File: src/core/plldc_pkg.sv
// Package of offsets, fields, reset values and timing for the lock detector
package plldc_pkg;

  // Register offsets on the device register port
  localparam logic [9:0] OFF_LOCK_CFG = 10'h018;
  localparam logic [9:0] OFF_SYNC_DLY = 10'h019;
  localparam logic [9:0] OFF_STAT_MON = 10'h01A;
  localparam logic [9:0] OFF_STATUS   = 10'h01F;

  // Field positions in the lock detect configuration register
  localparam int unsigned LCK_DCOFS_BIT = 7;
  localparam int unsigned LCK_CNT_LSB   = 5;
  localparam int unsigned LCK_WIN_BIT   = 4;
  localparam int unsigned LCK_DIS_BIT   = 3;

  // Field positions in the sync and path delay register
  localparam int unsigned SYNC_MODE_LSB = 6;
  localparam int unsigned RDLY_LSB      = 3;
  localparam int unsigned NDLY_LSB      = 0;

  // Field positions in the status divider and monitor register
  localparam int unsigned STDIV_BIT     = 7;
  localparam int unsigned RMON_THR_BIT  = 6;

  // Field positions in the read-only status register
  localparam int unsigned ST_LOCK_BIT   = 0;
  localparam int unsigned ST_REFERENCE_INPUT_ONE_BIT   = 1;
  localparam int unsigned ST_REFERENCE_INPUT_TWO_BIT   = 2;
  localparam int unsigned ST_CLK_BIT    = 3;
  localparam int unsigned ST_SYNC_BIT   = 4;

  // Reset values
  localparam logic [7:0] RST_LOCK_CFG = 8'h00;
  localparam logic [7:0] RST_SYNC_DLY = 8'h00;
  localparam logic [7:0] RST_STAT_MON = 8'h00;

  // Consecutive in-window cycles needed for lock
  localparam logic [7:0] LOCK_CNT_SHORT = 8'h05;
  localparam logic [7:0] LOCK_CNT_MID   = 8'h40;
  localparam logic [7:0] LOCK_CNT_LONG  = 8'hFF;

  // Lock window of the high range, in picoseconds
  localparam logic [15:0] LOCK_WIN_HI_PS = 16'h0DAC;

  // Monitor thresholds and the cycle counts derived from them
  localparam longint unsigned SYS_CLK_HZ    = 125000000;
  localparam longint unsigned REF_THR_HI_HZ = 1020000;
  localparam longint unsigned REF_THR_LO_HZ = 6000;
  localparam logic [15:0] REFMON_HI_CYC = 16'(SYS_CLK_HZ / REF_THR_HI_HZ);
  localparam logic [15:0] REFMON_LO_CYC = 16'(SYS_CLK_HZ / REF_THR_LO_HZ);

  // Sync pin action on the reference and feedback counters
  typedef enum logic [1:0] {
    PLLDC_SYNC_NONE  = 2'h0,
    PLLDC_SYNC_ASYNC = 2'h1,
    PLLDC_SYNC_SYNC  = 2'h2,
    PLLDC_SYNC_IDLE  = 2'h3
  } plldc_sync_t;

  // Digital lock detector state
  typedef enum logic {
    PLLDC_UNLOCKED = 1'b0,
    PLLDC_LOCKED   = 1'b1
  } plldc_lock_t;

endpackage : plldc_pkg

File: src/core/plldc_refmon.sv
// Frequency monitor for one clock input against a period limit
`timescale 1ns/1ps
module plldc_refmon (
  input  wire logic        clk_i,
  input  wire logic        rst_i,
  input  wire logic        mon_pin_i,
  input  wire logic [15:0] limit_i,
  output logic             valid_o
);

  // All state of the monitor
  typedef struct packed {
    logic [1:0]  meta;
    logic        prev;
    logic [15:0] cnt;
    logic        valid;
  } plldc_refmon_t;

  plldc_refmon_t s_q;
  plldc_refmon_t s_d;
  logic          rise;

  // Rising edge seen on the second synchroniser stage only
  assign rise = s_q.meta[1] & ~s_q.prev;

  // Period count; valid when an edge comes before the limit
  always_comb begin
    s_d         = s_q;
    s_d.meta    = {s_q.meta[0], mon_pin_i};
    s_d.prev    = s_q.meta[1];
    if (rise) begin
      s_d.valid = (s_q.cnt < limit_i);
      s_d.cnt   = 16'h0000;
    end else if (s_q.cnt >= limit_i) begin
      s_d.valid = 1'b0; // Too slow or stopped
    end else begin
      s_d.cnt   = 16'(s_q.cnt + 16'h0001);
    end
  end

  // State register
  always_ff @(posedge clk_i) begin
    if (rst_i) begin
      s_q <= '0;
    end else begin
      s_q <= s_d;
    end
  end

  assign valid_o = s_q.valid;

endmodule : plldc_refmon

File: src/core/plldc_top.sv
// Digital lock detector, counter sync control, status divider and monitors
//
// Summary of operation
// - Lock after 5, 64 or 255 unbroken in-window cycles per count field.
// - A cycle counts when edge time difference is below the window.
// - Once locked, stay locked until difference exceeds loss threshold.
// - Window select clear picks high range (3.5 ns), set picks low.
// - Disable bit set turns the lock detector off; clear runs it.
// - Sync field: 00/11 nothing, 01 asynchronous, 10 synchronous reset.
// - Reference and feedback path delay fields, both zero at reset.
// - Status divider bit set divides the status output by four.
// - Reference valid above 1.02 MHz, or above 6 kHz when bit set.
// - Threshold bit leaves the oscillator clock monitor unchanged.
// - Lock output pin shows the lock flag as a high-when-locked level.
`timescale 1ns/1ps
module plldc_top #(
  parameter logic [15:0] LOCK_WIN_LO_PS   = 16'h0400,
  parameter logic [15:0] UNLOCK_HI_PS     = 16'h1B58,
  parameter logic [15:0] UNLOCK_LO_PS     = 16'h0800,
  parameter logic [15:0] REFMON_LO_CYC    = plldc_pkg::REFMON_LO_CYC,
  parameter logic [15:0] REFMON_HI_CYC    = plldc_pkg::REFMON_HI_CYC,
  parameter logic [15:0] CLKMON_CYC       = plldc_pkg::REFMON_HI_CYC
) (
  input  wire logic        clk_i,
  input  wire logic        rst_i,
  // Register port
  input  wire logic [9:0]  reg_addr_i,
  input  wire logic [7:0]  reg_wdata_i,
  input  wire logic        reg_wr_i,
  input  wire logic        reg_rd_i,
  output logic [7:0]       reg_rdata_o,
  // Phase detector comparison result
  input  wire logic        phase_cmp_i,
  input  wire logic [15:0] phase_err_ps_i,
  // Pins and status source
  input  wire logic        sync_pin_n_i,
  input  wire logic        reference_input_one_i,
  input  wire logic        reference_input_two_i,
  input  wire logic        clk_mon_pin_i,
  input  wire logic        status_src_i,
  output logic             lock_output_pin_o,
  output logic             digital_lock_flag_o,
  output logic             counter_areset_o,
  output logic             counter_sreset_o,
  output logic [2:0]       ref_delay_o,
  output logic [2:0]       fb_delay_o,
  output logic             ref_in_dc_offset_o,
  output logic             status_o,
  output logic             ref_one_valid_o,
  output logic             ref_two_valid_o,
  output logic             clk_valid_o
);

  // Parameter checks
  // A loss threshold at or below its window would remove the hysteresis
  if (UNLOCK_HI_PS <= plldc_pkg::LOCK_WIN_HI_PS) begin : g_chk_hi
    $error("Loss threshold must exceed the high range window");
  end
  if (UNLOCK_LO_PS <= LOCK_WIN_LO_PS) begin : g_chk_lo
    $error("Loss threshold must exceed the low range window");
  end
  if (REFMON_LO_CYC <= REFMON_HI_CYC) begin : g_chk_mon
    $error("Low monitor threshold must allow a longer period");
  end
  if (LOCK_WIN_LO_PS >= plldc_pkg::LOCK_WIN_HI_PS) begin : g_chk_win
    $error("Low range window must be narrower than the high range");
  end
  if (REFMON_HI_CYC == 16'h0000) begin : g_chk_ref
    $error("Reference monitor limit must be nonzero");
  end
  if (CLKMON_CYC == 16'h0000) begin : g_chk_clk
    $error("Clock monitor limit must be nonzero");
  end

  // All state of the block
  // The lock flag is stored beside the state so outputs come from a flop
  typedef struct packed {
    logic [7:0]            lock_cfg;
    logic [7:0]            sync_dly;
    logic [7:0]            stat_mon;
    logic [7:0]            rdata;
    plldc_pkg::plldc_lock_t lstate;
    logic [7:0]            run_cnt;
    logic                  lock_flag;
    logic                  lock_pin;
    logic [1:0]            sync_meta;
    logic                  sync_prev;
    logic                  areset;
    logic                  sreset;
    logic                  src_prev;
    logic [1:0]            div_cnt;
    logic                  status;
  } plldc_state_t;

  plldc_state_t           s_q;
  plldc_state_t           s_d;
  plldc_pkg::plldc_sync_t sync_mode;
  logic [1:0]             cnt_code;
  logic [7:0]             lock_target;
  logic [15:0]            win_ps;
  logic [15:0]            loss_ps;
  logic                   lock_dis;
  logic                   in_win;
  logic                   out_loss;
  logic                   sync_act;
  logic                   sync_fall;
  logic [15:0]            ref_limit;
  logic [2:0]             mon_pins;
  logic [2:0]             mon_valid;
  logic [15:0]            mon_limit [3];
  logic [7:0]             status_reg;

  // Field decode
  // Fields are read from the stored registers, not the write data
  assign cnt_code  = s_q.lock_cfg[plldc_pkg::LCK_CNT_LSB +: 2];
  assign lock_dis  = s_q.lock_cfg[plldc_pkg::LCK_DIS_BIT];
  assign sync_mode = plldc_pkg::plldc_sync_t'(
                       s_q.sync_dly[plldc_pkg::SYNC_MODE_LSB +: 2]);

  // Run length needed for lock
  always_comb begin
    case (cnt_code)
      2'h0:    lock_target = plldc_pkg::LOCK_CNT_SHORT;
      2'h2:    lock_target = plldc_pkg::LOCK_CNT_MID;
      default: lock_target = plldc_pkg::LOCK_CNT_LONG;
    endcase
  end

  // Window and loss threshold of the selected range
  always_comb begin
    if (s_q.lock_cfg[plldc_pkg::LCK_WIN_BIT]) begin
      win_ps  = LOCK_WIN_LO_PS;
      loss_ps = UNLOCK_LO_PS;
    end else begin
      win_ps  = plldc_pkg::LOCK_WIN_HI_PS;
      loss_ps = UNLOCK_HI_PS;
    end
  end

  // Comparison of the measured edge difference
  // Strict compares: an error equal to a limit neither counts nor drops
  assign in_win   = phase_err_ps_i < win_ps;
  assign out_loss = phase_err_ps_i > loss_ps;

  // Sync pin is active low; second stage only feeds the logic
  // A mode change while the pin is low gives no fall and no sreset pulse; mode 01 still drives areset from the level
  assign sync_act  = ~s_q.sync_meta[1];
  assign sync_fall = sync_act & ~s_q.sync_prev;

  // Reference monitor limit follows the threshold bit
  assign ref_limit = s_q.stat_mon[plldc_pkg::RMON_THR_BIT] ?
                     REFMON_LO_CYC : REFMON_HI_CYC;

  assign mon_pins = {clk_mon_pin_i, reference_input_two_i,
                     reference_input_one_i};
  assign mon_limit[0] = ref_limit;
  assign mon_limit[1] = ref_limit;
  assign mon_limit[2] = CLKMON_CYC;

  // One frequency monitor per watched clock input
  // The oscillator clock limit never follows the threshold bit
  for (genvar g = 0; g < 3; g++) begin : g_mon
    plldc_refmon u_mon (
      .clk_i     (clk_i),
      .rst_i     (rst_i),
      .mon_pin_i (mon_pins[g]),
      .limit_i   (mon_limit[g]),
      .valid_o   (mon_valid[g])
    );
  end

  // Read-only view of the block state
  always_comb begin
    status_reg                           = 8'h00;
    status_reg[plldc_pkg::ST_LOCK_BIT]   = s_q.lock_flag;
    status_reg[plldc_pkg::ST_REFERENCE_INPUT_ONE_BIT]   = mon_valid[0];
    status_reg[plldc_pkg::ST_REFERENCE_INPUT_TWO_BIT]   = mon_valid[1];
    status_reg[plldc_pkg::ST_CLK_BIT]    = mon_valid[2];
    status_reg[plldc_pkg::ST_SYNC_BIT]   = sync_act;
  end

  // Next state of the whole block
  always_comb begin
    s_d = s_q;

    // Register writes
    // Writes to the status offset or unmapped offsets are dropped
    if (reg_wr_i) begin
      case (reg_addr_i)
        plldc_pkg::OFF_LOCK_CFG: begin
          s_d.lock_cfg = reg_wdata_i;
        end
        plldc_pkg::OFF_SYNC_DLY: begin
          s_d.sync_dly = reg_wdata_i;
        end
        plldc_pkg::OFF_STAT_MON: begin
          s_d.stat_mon = reg_wdata_i;
        end
        default: begin
          s_d.stat_mon = s_q.stat_mon;
        end
      endcase
    end

    // Register reads, answered one cycle later
    // Unmapped reads return zero so no stale data reaches software
    if (reg_rd_i) begin
      case (reg_addr_i)
        plldc_pkg::OFF_LOCK_CFG: s_d.rdata = s_q.lock_cfg;
        plldc_pkg::OFF_SYNC_DLY: s_d.rdata = s_q.sync_dly;
        plldc_pkg::OFF_STAT_MON: s_d.rdata = s_q.stat_mon;
        plldc_pkg::OFF_STATUS:   s_d.rdata = status_reg;
        default:                 s_d.rdata = 8'h00;
      endcase
    end

    // Digital lock detector
    // The run count clears on lock, so a later loss restarts at zero
    if (lock_dis) begin
      s_d.lstate  = plldc_pkg::PLLDC_UNLOCKED;
      s_d.run_cnt = 8'h00;
    end else if (phase_cmp_i) begin
      case (s_q.lstate)
        plldc_pkg::PLLDC_UNLOCKED: begin
          if (!in_win) begin
            s_d.run_cnt = 8'h00;
          end else if (8'(s_q.run_cnt + 8'h01) >= lock_target) begin
            s_d.lstate  = plldc_pkg::PLLDC_LOCKED;
            s_d.run_cnt = 8'h00;
          end else begin
            s_d.run_cnt = 8'(s_q.run_cnt + 8'h01);
          end
        end
        plldc_pkg::PLLDC_LOCKED: begin
          if (out_loss) begin
            s_d.lstate  = plldc_pkg::PLLDC_UNLOCKED;
            s_d.run_cnt = 8'h00;
          end
        end
        default: begin
          s_d.lstate  = plldc_pkg::PLLDC_UNLOCKED;
          s_d.run_cnt = 8'h00;
        end
      endcase
    end
    s_d.lock_flag = (s_d.lstate == plldc_pkg::PLLDC_LOCKED);
    s_d.lock_pin  = s_d.lock_flag;

    // Sync pin action on the divider counters
    s_d.sync_meta = {s_q.sync_meta[0], sync_pin_n_i};
    s_d.sync_prev = sync_act;
    s_d.areset    = 1'b0;
    s_d.sreset    = 1'b0;
    case (sync_mode)
      plldc_pkg::PLLDC_SYNC_ASYNC: s_d.areset = sync_act;
      plldc_pkg::PLLDC_SYNC_SYNC:  s_d.sreset = sync_fall;
      default: begin
        s_d.areset = 1'b0;
        s_d.sreset = 1'b0;
      end
    endcase

    // Status output, optionally divided by four
    // Bit 1 of the edge count toggles on every second source rise
    s_d.src_prev = status_src_i;
    if (status_src_i && !s_q.src_prev) begin
      s_d.div_cnt = 2'(s_q.div_cnt + 2'h1);
    end
    if (s_q.stat_mon[plldc_pkg::STDIV_BIT]) begin
      s_d.status = s_q.div_cnt[1];
    end else begin
      s_d.status = status_src_i;
    end
  end

  // State register
  // The synchroniser resets to the idle pin level to avoid a false fall
  always_ff @(posedge clk_i) begin
    if (rst_i) begin
      s_q           <= '0;
      s_q.lock_cfg  <= plldc_pkg::RST_LOCK_CFG;
      s_q.sync_dly  <= plldc_pkg::RST_SYNC_DLY;
      s_q.stat_mon  <= plldc_pkg::RST_STAT_MON;
      s_q.sync_meta <= 2'h3;
      s_q.sync_prev <= 1'b0;
    end else begin
      s_q <= s_d;
    end
  end

  // Outputs straight from the state register and the monitor state registers
  // The dc offset bit is only stored; nothing here acts on it
  assign reg_rdata_o         = s_q.rdata;
  assign lock_output_pin_o   = s_q.lock_pin;
  assign digital_lock_flag_o = s_q.lock_flag;
  assign counter_areset_o    = s_q.areset;
  assign counter_sreset_o    = s_q.sreset;
  assign ref_delay_o         = s_q.sync_dly[plldc_pkg::RDLY_LSB +: 3];
  assign fb_delay_o          = s_q.sync_dly[plldc_pkg::NDLY_LSB +: 3];
  assign ref_in_dc_offset_o  = s_q.lock_cfg[plldc_pkg::LCK_DCOFS_BIT];
  assign status_o            = s_q.status;
  assign ref_one_valid_o     = mon_valid[0];
  assign ref_two_valid_o     = mon_valid[1];
  assign clk_valid_o         = mon_valid[2];

endmodule : plldc_top

File: config.mk
export PLATFORM = sky130hd
export DESIGN_NAME = plldc_top
export DESIGN_NICKNAME = d
export VERILOG_FILES = /design/src/core/plldc_pkg.sv /design/src/core/plldc_refmon.sv /design/src/core/plldc_top.sv
export SDC_FILE = /design/constraint.sdc
export NUM_CORES = 1
export LEC_CHECK = 0
export ABC_AREA = 1
export BUFFER_PORTS_ARGS = -buffer_cell sky130_fd_sc_hd__buf_2
export CAP_MARGIN = 20
export CORE_MARGIN = 10
export CORE_UTILIZATION = 46
export CTS_CLUSTER_SIZE = 12
export DETAILED_ROUTE_END_ITERATION = 16
export GPL_TIMING_DRIVEN = 0
export PLACE_DENSITY = 0.7
export SLEW_MARGIN = 20
export SYNTH_ARGS = -nofsm -noshare
export SYNTH_HDL_FRONTEND = slang
export SYNTH_SLANG_ARGS = --single-unit
File: constraint.sdc
create_clock -name clk_i -period 3 [get_ports clk_i]
set_clock_uncertainty 0.05 [all_clocks]
set_input_delay 0.75 -clock clk_i [delete_from_list [all_inputs] [get_ports clk_i]]
set_output_delay 0.75 -clock clk_i [all_outputs]
set_load 0.05 [all_outputs]
==> results of run 1 <==
-- power breakdown --
part,internal [mW],total [mW],leakage (nW),switching [mW]
registers,1.49,1.51,0.892,0.0264
logic,0.0921,0.255,2.09,0.163
clock network,0.735,1.30,0.156,0.564
-- per-layer routing --
layer  part of all wire (%)  up-vias  wire length [um]
met5                      0        -                 0
met4                    1.2        0               187
met3                    3.9       18               611
met2                     49      110              7685
met1                     46     2646              7164
li1                       -     3125                 -
-- cell usage after synthesis (2+ instances only) --
master	instances
buf_1	4
o21bai_1	3
inv_1	109
buf_4	17
nand3b_1	3
nor2_1	109
inv_2	5
nand4_1	56
buf_2	2
clkbuf_1	14
nor3_1	14
o21ai_1	7
nor2_2	3
nor4_1	2
or2_2	3
o21ai_0	34
nand2_1	179
nor3b_2	3
xor2_1	19
ha_1	37
and3b_1	2
nand2_2	4
o21a_1	3
nor2_4	2
dfxtp_1	110
xnor2_1	5
a21oi_1	80
nand3_1	64
-- cells by family (layout without fill, tap and decap cells) --
family          count (synthesis)  after routing  synth area share [%]
xor+xnor                       24             24                 3.332
buf+inv                       153            232                 10.27
flops                         110            110                 34.91
simple gates                  453            453                 33.58
compound gates                129            129                 10.57
fa+ha+maj                      37             37                 7.338
-- stage by stage --
| step | cell area, um2 | util, % |
|---|---|---|
| 2_1_floorplan | 6309 | - |
| 3_3_place_gp | 6844 | 51.27 |
| 3_5_place_dp | 6844 | 51.27 |
| 4_1_cts | 7164 | 53.67 |
| 5_1_grt | 7164 | 53.67 |
| 6_report | 7164 | 53.67 |
-- placed cells by master, fill, tap and decap left out, types with 19 or more instances in the layout --
| master | synthesis | final |
|---|---|---|
| nand4_1 | 56 | 56 |
| ha_1 | 37 | 37 |
| nor2_1 | 109 | 109 |
| a21oi_1 | 80 | 80 |
| dfxtp_1 | 110 | 110 |
| buf_2 | 2 | 65 |
| xor2_1 | 19 | 19 |
| nand3_1 | 64 | 64 |
| o21ai_0 | 34 | 34 |
| inv_1 | 109 | 109 |
| nand2_1 | 179 | 179 |
-- worst register-to-register path, delay by kind of cell, from the launching register on --
kind | cells | cell delay [ps]
flops | 1 | 640
buf+inv | 2 | 620
fa+ha+maj | 1 | 370
compound gates | 1 | 80
simple gates | 4 | 760
-- final cells by class --
cell class,instances,share of cell area (%)
multi-input combinational,643,48.27
sequential,110,30.74
inverter,115,6.025
timing repair buffer,63,4.401
clock buffer,9,3.144
tap,176,3.074
buffer,38,3.021
clock inverter,7,1.327
-- registers in the layout (all words and copies together) (netlist names), 2 cells and up --
register	count
cnt_code	2
fb_delay_o	3
g_mon.u_mon.s_d	6
g_mon.u_mon.s_q	51
g_mon.u_mon.valid_o	3
ref_delay_o	3
reg_rdata_o	8
s_q	27
-- worst max-delay path by stage --
stage,end,from,slack (ps)
final,g_mon[0].u_mon.s_q[13],s_q[34],350
after global routing,g_mon[1].u_mon.valid_o,s_q[34],150
after CTS,g_mon[1].u_mon.valid_o,s_q[34],350
after detailed placement,g_mon[0].u_mon.s_q[13],s_q[34],390
after global placement,g_mon[0].u_mon.s_q[13],s_q[34],420
after floorplan,s_q[18],phase_err_ps_i[6],870
==> qor.yml, run 1 <==
cts_bufs_inserted: 9
final.setup.tns_ps: 0
wl_per_cell_um: 13.48
num_rows: 42
first_global_vias: 5611
crit_path_frequent_cell: "nand4_1"
initialDrtViolationCount: 435
multi_input_area_mm2: 0.003458
dp_slack_ps: 392.6
root_buffer: "clkbuf_16"
top_reg_cell_synth: "dfxtp_1"
grt_first_pass_wirelength_um: 26510
largest_delay_contributor_family_on_the_critical_path: "simple AND/OR/NAND/NOR gates"
core-area_mm2: 0.01335
whs_path_depth: 1
postRouteAntennaNets: 0
synth_enable_flop_cells: 0
yosys_warnings: 0
track_usage_pct: 17.22
grt_most_used_layer: "met2"
met2_usage_pct: 29.65
status: "finished, final reports clean"
clock_path_buffers: 2
peak_supply_drop_uv: 363.9
final_net_count: 1061
global_route.overflow_total: 0
wirelength_um: 15650
hold_end: "counter_sreset_o"
setup_viol: 0
routed-via-count: 5899
number_of_inserted_diodes: 0
worstSetupPathDepth: 8
post-route-drc-count: 0
critPathMaxStageDelay_ps: 640
min_period_over_period_pct: 88.23
p_per_area_mw_per_mm2: 428.3
cp_max_fo: 10
cts_setup_buffers: 0
crit-reg2reg-launch: "s_q[34]"
global_route.usage.met1_pct: 21.08
floorplan.die_area_mm2: 0.01880
firstDrtPassIters: 5
finalNonFillerCells: 1161
synthesis.area_mm2: 0.006309
cts.hold.buffers_added: 0
initial_utilization_pct: 47.26
worstMarginPinSlew_ps: 633.6
worst_hold_startpoint: "s_q[6]"
worst_relative_slew_slack_pct: 57.60
grt_setup_unrepaired: "false"
floorplan.die.width_um: 137.1
dp_hpwl_um: 11880
grt_max_degree: 19
clk_pin_slew_ps: 70
cp_cell_sequence: "inv_1 -> ha_1 -> nand4_1 -> nor2_1 -> nand4_2 -> clkbuf_1 -> nand4_1 -> a21oi_1"
start_kind: "flop"
final.setup.worst_slack_ps: 353.0
cp-end-kind: "flop"
synth.ff_latch_count: 110
synthTopCellsByArea: "dfxtp_1, nand2_1, ha_1, inv_1, nor2_1"
synthDominantAreaCellType: "dfxtp_1"
cellLeakagePower_nw: 3.142
setup_cp_type: "reg -> reg"
chip_height_um: 137.1
port_buffers: 63
layout.filler_cells: 1350
cts_htree_levels: 3
worst-endpoint-required_ps: 3180
numClockSinks: 110
ios: 67
finalWeightedCongestion: 0.8998
reg2reg_depth: 8
final-hold-violation-count: 0
timing.rr.end: "g_mon[0].u_mon.s_q[13]"
worst_hold_slack_ps: 349.4
insertion_delay_ps: 350
post-place-cells: 1145
syn_avg_cell_area_um2: 6.963
hold_path_class: "reg -> reg"
routed_vias_inst: 5.081
ff2ff_setup_slack_ps: 350
netlist_instances: 906
crit_path_top_delay_cell: "dfxtp_1"
syn_nets: 987
max_clock_freq_ghz: 0.3778
tritoncts_clock_tree: "built"
groute.layer.met3.usage_pct: 3.666
cts_resized: 0
drive_above_1_share_pct: 12.89
worstPathArrival_ps: 2820
critical_path.n_buffers_inverters: 2
synth_cell_type_count: 41
asyncSetResetFlopFracSynth_pct: 0
cap_violations: 0
sequential_cell_area_mm2: 0.002202
synth_largest_type_area_fraction_pct: 34.91
power_mw: 3.069
synthToLayoutAreaGrowth_pct: 13.57
antenna_found_initial: 0
fin_crit_ps: 2647
synth_sequential_area_ratio_pct: 34.91
slew_violations: 0
No activity file was read; power rests on OpenSTA's default activity.
==> inputs of run 2 (changes only) <==
- CELL_PAD_IN_SITES_DETAIL_PLACEMENT: not set -> 0
- CELL_PAD_IN_SITES_GLOBAL_PLACEMENT: not set -> 2
- CORE_UTILIZATION: 46 -> 36
- PLACE_DENSITY: 0.7 -> 0.91
- SKIP_LAST_GASP: not set -> 1
==> run 2 against run 1 <==
Compared with the run above:
- combinational power about the same
- worst hold slack got worse by 10 ps
- sequential power about the same
- core utilization decreased by 12 points
- final cell count increased by 4.2%
- total power decreased by 2.3%
- die area increased by 24%
- sequential cell count unchanged
- via count decreased by 1.7%
- sequential share of layout area decreased by 0.13 points
- largest power group unchanged
==> qor.yml, run 2 (synthesized netlist as in run 1, its figures left out) <==
dpl_cell_area_mm2: 0.006905  # +0.90%
cts_htree_levels: 3  # unchanged
global_route.overflow_total: 0  # unchanged
start_kind: "flop"
dp_hpwl_um: 12710  # +7.0%
first_global_vias: 5579  # -0.57%
max_clock_freq_ghz: 0.3828  # +1.3%
wl_per_cell_um: 13.67  # +1.4%
setup_cp_type: "reg -> reg"
final-hold-violation-count: 0  # unchanged
power_switching_share_pct: 25.01  # +0.45 points
grt_setup_unrepaired: "false"
multi_input_area_mm2: 0.003458  # unchanged
share_clk_of_total_power_pct: 41.0  # -1.3 points
min_period_over_period_pct: 87.07  # -1.2 points
cp-end-kind: "flop"
wirelength_um: 16540  # +5.7%
floorplan.die_area_mm2: 0.02322  # +24%
worst_relative_slew_slack_pct: 54.31  # -3.3 points
numClockSinks: 110  # unchanged
finalNonFillerCells: 1210  # +4.2%
slew_violations: 0  # unchanged
critPathMaxStageDelay_ps: 490  # -150 ps
num_rows: 48  # +14%
final_net_count: 1061  # unchanged
grt_first_pass_wirelength_um: 27460  # +3.6%
insertion_delay_ps: 360  # about the same
port_buffers: 63  # unchanged
post-route-drc-count: 0  # unchanged
cts_setup_buffers: 0  # unchanged
clock_path_buffers: 2  # unchanged
worst-endpoint-required_ps: 3180  # about the same
cap_violations: 0  # unchanged
seq_power_share_pct: 50.5  # +1.2 points
largest-register: "g_mon.u_mon.s_q"
grt_max_degree: 17  # -2
firstDrtPassIters: 5  # unchanged
chip_height_um: 152.4  # +11%
cp_cell_sequence: "inv_1 -> ha_1 -> nand4_1 -> nor2_1 -> nand4_2 -> clkbuf_1 -> nand4_1 -> a21oi_1"
cellLeakagePower_nw: 3.129  # -0.40%
core-area_mm2: 0.01724  # +29%
post-place-cells: 1194  # +4.3%
clk_pin_slew_ps: 70  # about the same
synthToLayoutAreaGrowth_pct: 14.12
initial_utilization_pct: 36.60  # -11 points
setup_viol: 0  # unchanged
finalWeightedCongestion: 0.8330  # -7.4%
p_per_area_mw_per_mm2: 416.6  # -2.7%
ios: 67  # unchanged
finish.instance_area_mm2: 0.007199  # +0.49%
cts_bufs_inserted: 9  # unchanged
final.setup.tns_ps: 0  # unchanged
sequential_cell_area_mm2: 0.002203  # about the same
intPower_mw: 2.249  # -2.8%
fin_crit_ps: 2612  # -34.91 ps
layout_common_cells: "nand2_1, inv_1, nor2_1, dfxtp_1, a21oi_1"
root_buffer: "clkbuf_16"
antenna_found_initial: 1  # +1
layout.cells.most_common: "nand2_1"
track_usage_pct: 14.14  # -3.1 points
crit_path_top_delay_cell: "dfxtp_2"
combPwrFrac_pct: 8.5  # +0.2 points
routed_vias_inst: 4.790  # -5.7%
hold_path_class: "reg -> reg"
cp_max_fo: 10  # unchanged
peak_supply_drop_uv: 275.1  # -24%
postRouteAntennaNets: 0  # unchanged
worstMarginPinSlew_ps: 682.8  # +49.11 ps
floorplan.die.width_um: 152.4  # +11%
drive_above_1_share_pct: 12.70  # -0.19 points
largest_register_ff_count: 51  # unchanged
status: "finished, final reports clean"
tritoncts_clock_tree: "built"
crit_path_frequent_cell: "nand4_1"
routed-via-count: 5796  # -1.7%
worstPathArrival_ps: 2790  # -30 ps
netsw_mw: 0.7503  # -0.44%
initialDrtViolationCount: 268  # -38%
layout.filler_cells: 1861  # +38%
run 2: path summary, 6_finish.rpt:
path           start                endpoint  slack (ps)  depth (start not counted)
max          s_q[34]  g_mon[0].u_mon.s_q[13]         390                          8
max reg2reg  s_q[34]  g_mon[0].u_mon.s_q[13]         390                          8
min           s_q[6]        counter_sreset_o         340                          1
min reg2reg   s_q[6]        counter_sreset_o         340                          1
run 2: what timing repair did:
action / CTS / global route
hold buffers: 0 / 0
setup endpoints to repair: 0 / 1
hold endpoints to repair: 0 / 0
gates resized for setup: 0 / 1
run 2: routing by layer:
layer,vias up,track usage (%),routed length [um]
met5,-,0,0
met4,0,3.806,254
met1,2599,16.83,7702
met2,64,24.75,8036
li1,3118,-,-
met3,15,3.359,546
run 2: power by group through the flow:
stage	Clock [mW]	Combinational (mW)	Sequential (mW)
4_1_cts	1.27	0.260	1.51
3_5_place_dp	0	0.259	1.55
6_report	1.23	0.256	1.51
5_1_grt	1.31	0.296	1.52
2_1_floorplan	0	0.161	1.55
3_3_place_gp	0	0.260	1.55
run 2: area by class of cell:
type / count / share of cell area [%]
Multi-Input combinational cell: 643 / 48.04
Tap cell: 225 / 3.910
Clock inverter: 3 / 0.6083
Buffer: 38 / 3.007
Antenna cell: 1 / 0.03476
Clock buffer: 12 / 3.424
Inverter: 115 / 5.996
Sequential cell: 110 / 30.60
Timing Repair Buffer: 63 / 4.380
run 2: through the flow:
step	hold WS (ps)	utilization, %	total power [mW]	worst slack [ps]
2_1_floorplan	323.4	-	1.714	866.4
3_3_place_gp	329.9	40.06	1.807	193.3
3_5_place_dp	330.3	40.06	1.808	214.6
4_1_cts	340.6	41.75	3.048	202.8
5_1_grt	354.8	41.77	3.128	247.7
6_report	339.1	41.77	3.000	387.9
run 2: worst max-delay path: cells and delay by family, from the launching register on:
family	cells	cell delay (ps)
DFF	1	490
AOI/OAI and AO/OA	1	70
buffers and inverters	2	610
and+or+nand+nor	4	900
adders and majority gates	1	350
==> inputs of run 3 (changes only) <==
- BUFFER_PORTS_ARGS: -buffer_cell sky130_fd_sc_hd__buf_2 -> not set
- CORE_MARGIN: 10 -> 2
- CORE_UTILIZATION: 36 -> 39
- DONT_BUFFER_PORTS: not set -> 1
- PLACE_DENSITY: 0.91 -> 0.9
==> run 3 against run 2 <==
Compared with the run above:
- combinational power decreased by 20%
- clock power increased by 7%
- die area decreased by 26%
- sequential share of layout area increased by 1.3 points
- final cell count decreased by 5.9%
- critical path type unchanged
- global-route usage increased by 4.5 points
- wire length decreased by 4.5%
- first-iteration DRC count increased by 8.6%
- largest power group unchanged
==> qor.yml, run 3 (synthesized netlist as in run 1, its figures left out) <==
status: "finished, final reports clean"
final-hold-violation-count: 0  # unchanged
floorplan.die.width_um: 131.2  # -14%
crit_path_top_delay_cell: "dfxtp_1"
finalWeightedCongestion: 0.7910  # -5.0%
initial_utilization_pct: 39.86  # +3.3 points
cp_cell_sequence: "inv_1 -> ha_1 -> nand4_1 -> nor2_1 -> nand4_2 -> clkbuf_1 -> nand4_1 -> a21oi_1"
largest_register_ff_count: 51  # unchanged
track_usage_pct: 18.63  # +4.5 points
cp_max_fo: 10  # unchanged
final_core_util_pct: 43.68  # +1.9 points
drive_above_1_share_pct: 6.941  # -5.8 points
grt_setup_unrepaired: "false"
insertion_delay_ps: 350  # about the same
dp_slack_ps: 251.3  # +36.69 ps
multi_input_area_mm2: 0.003458  # unchanged
slew_violations: 0  # unchanged
largest-register: "g_mon.u_mon.s_q"
cellLeakagePower_nw: 2.857  # -8.7%
post-place-cells: 1122  # -6.0%
final_net_count: 998  # -5.9%
finalNonFillerCells: 1139  # -5.9%
p_per_area_mw_per_mm2: 441.6  # +6.0%
final.setup.tns_ps: 0  # unchanged
grt_max_degree: 19  # +2
critPathLaunch: "s_q[34]"
wirelength_um: 15800  # -4.5%
worst_hold_startpoint: "g_mon[0].u_mon.s_d[19]"
cp-end-kind: "flop"
first_global_vias: 5214  # -6.5%
sequential_cell_area_mm2: 0.002202  # about the same
finish.instance_area_mm2: 0.006913  # -4.0%
synthToLayoutAreaGrowth_pct: 9.580
floorplan.die_area_mm2: 0.01721  # -26%
cap_violations: 0  # unchanged
min_period_over_period_pct: 91.38  # +4.3 points
setup_viol: 0  # unchanged
tritoncts_clock_tree: "built"
chip_height_um: 131.2  # -14%
worst-endpoint-required_ps: 3170  # about the same
cts_htree_levels: 3  # unchanged
root_buffer: "clkbuf_16"
ios: 67  # unchanged
setup_cp_type: "reg -> reg"
final.setup.worst_slack_ps: 258.7  # -129.2 ps
critPathMaxStageDelay_ps: 650  # +160 ps
worstPathArrival_ps: 2920  # +130 ps
worst_relative_slew_slack_pct: 53.84  # -0.47 points
initialDrtViolationCount: 291  # +8.6%
layout.filler_cells: 1697  # -8.8%
fin_crit_ps: 2741  # +129.2 ps
crit_path_frequent_cell: "nand4_1"
layout.cells.most_common: "nand2_1"
grt_first_pass_wirelength_um: 26260  # -4.4%
post-route-drc-count: 0  # unchanged
start_kind: "flop"
clock_path_buffers: 2  # unchanged
dp_hpwl_um: 11860  # -6.7%
num_rows: 46  # -4.2%
antenna_found_initial: 1  # unchanged
cts_setup_buffers: 0  # unchanged
global_route.overflow_total: 0  # unchanged
crit-reg2reg-launch: "s_q[34]"
critical_path.n_buffers_inverters: 2  # unchanged
max_clock_freq_ghz: 0.3648  # -4.7%
routed_vias_inst: 4.939  # +3.1%
core-area_mm2: 0.01583  # -8.2%
port_buffers: 0  # -100%
numClockSinks: 110  # unchanged
cts_bufs_inserted: 9  # unchanged
dpl_cell_area_mm2: 0.006579  # -4.7%
routed-via-count: 5626  # -2.9%
firstDrtPassIters: 4  # -1
largest_delay_contributor_family_on_the_critical_path: "simple AND/OR/NAND/NOR gates"
peak_supply_drop_uv: 332.9  # +21%
clk_pin_slew_ps: 70  # about the same
wl_per_cell_um: 13.87  # +1.5%
hold_path_class: "reg -> reg"
cts_resized: 0  # unchanged
cts.hold.buffers_added: 0  # unchanged
postRouteAntennaNets: 0  # unchanged
worstMarginPinSlew_ps: 689.8  # +7.072 ps
layout_common_cells: "nand2_1, dfxtp_1, inv_1, nor2_1, a21oi_1"
run 3: cell types whose count changed in the layout (fill, tap and decap cells not counted), sizes merged:
| cell | previous run | this run |
|---|---|---|
| buf | 87 | 24 |
| clkinvlp | 0 | 2 |
| clkbuf | 26 | 24 |
| bufinv | 1 | 2 |
run 3: where the power goes:
group	leakage (nW)	switching (mW)	internal [mW]	total, mW
clock network	0.155	0.563	0.759	1.32
logic	1.81	0.133	0.0712	0.204
registers	0.892	0.0388	1.49	1.53
run 3: stage by stage:
stage                     power, mW  hold WS (ps)
after floorplan               1.714         323.4
after global placement        1.767         341.4
after detailed placement      1.767         344.2
after CTS                     3.103         358.7
after global routing          3.191         369.8
final                         3.053         353.3
run 3: layer usage:
layer  share of wire (%)  track usage, %
met1                  50           25.56
met4                 1.4           4.831
met5                   0               0
met3                 2.9           3.549
met2                  45           30.15
run 3: path summary, 6_finish.rpt:
kind	end	slack, ps	cells past startpoint
worst max-delay path	g_mon[0].u_mon.s_q[13]	260	8
worst min-delay path	g_mon[0].u_mon.s_d[17]	350	2
worst max register to register	g_mon[0].u_mon.s_q[13]	260	8
worst min register to register	g_mon[0].u_mon.s_d[17]	350	2
run 3: area by class of cell:
type,instances,area share [%]
multi-input combinational,643,50.03
antenna,1,0.03620
clock buffer,10,3.457
inverter,115,6.244
clock inverter,6,1.339
tap,216,3.909
buffer,38,3.131
sequential,110,31.86
run 3: worst register-to-register path, stage by stage, from the launching register on:
cell and delay, ps:
dfxtp_1 650, inv_1 290, ha_1 360, nand4_1 120
nor2_1 270, nand4_2 290, clkbuf_1 340, nand4_1 190
a21oi_1 70
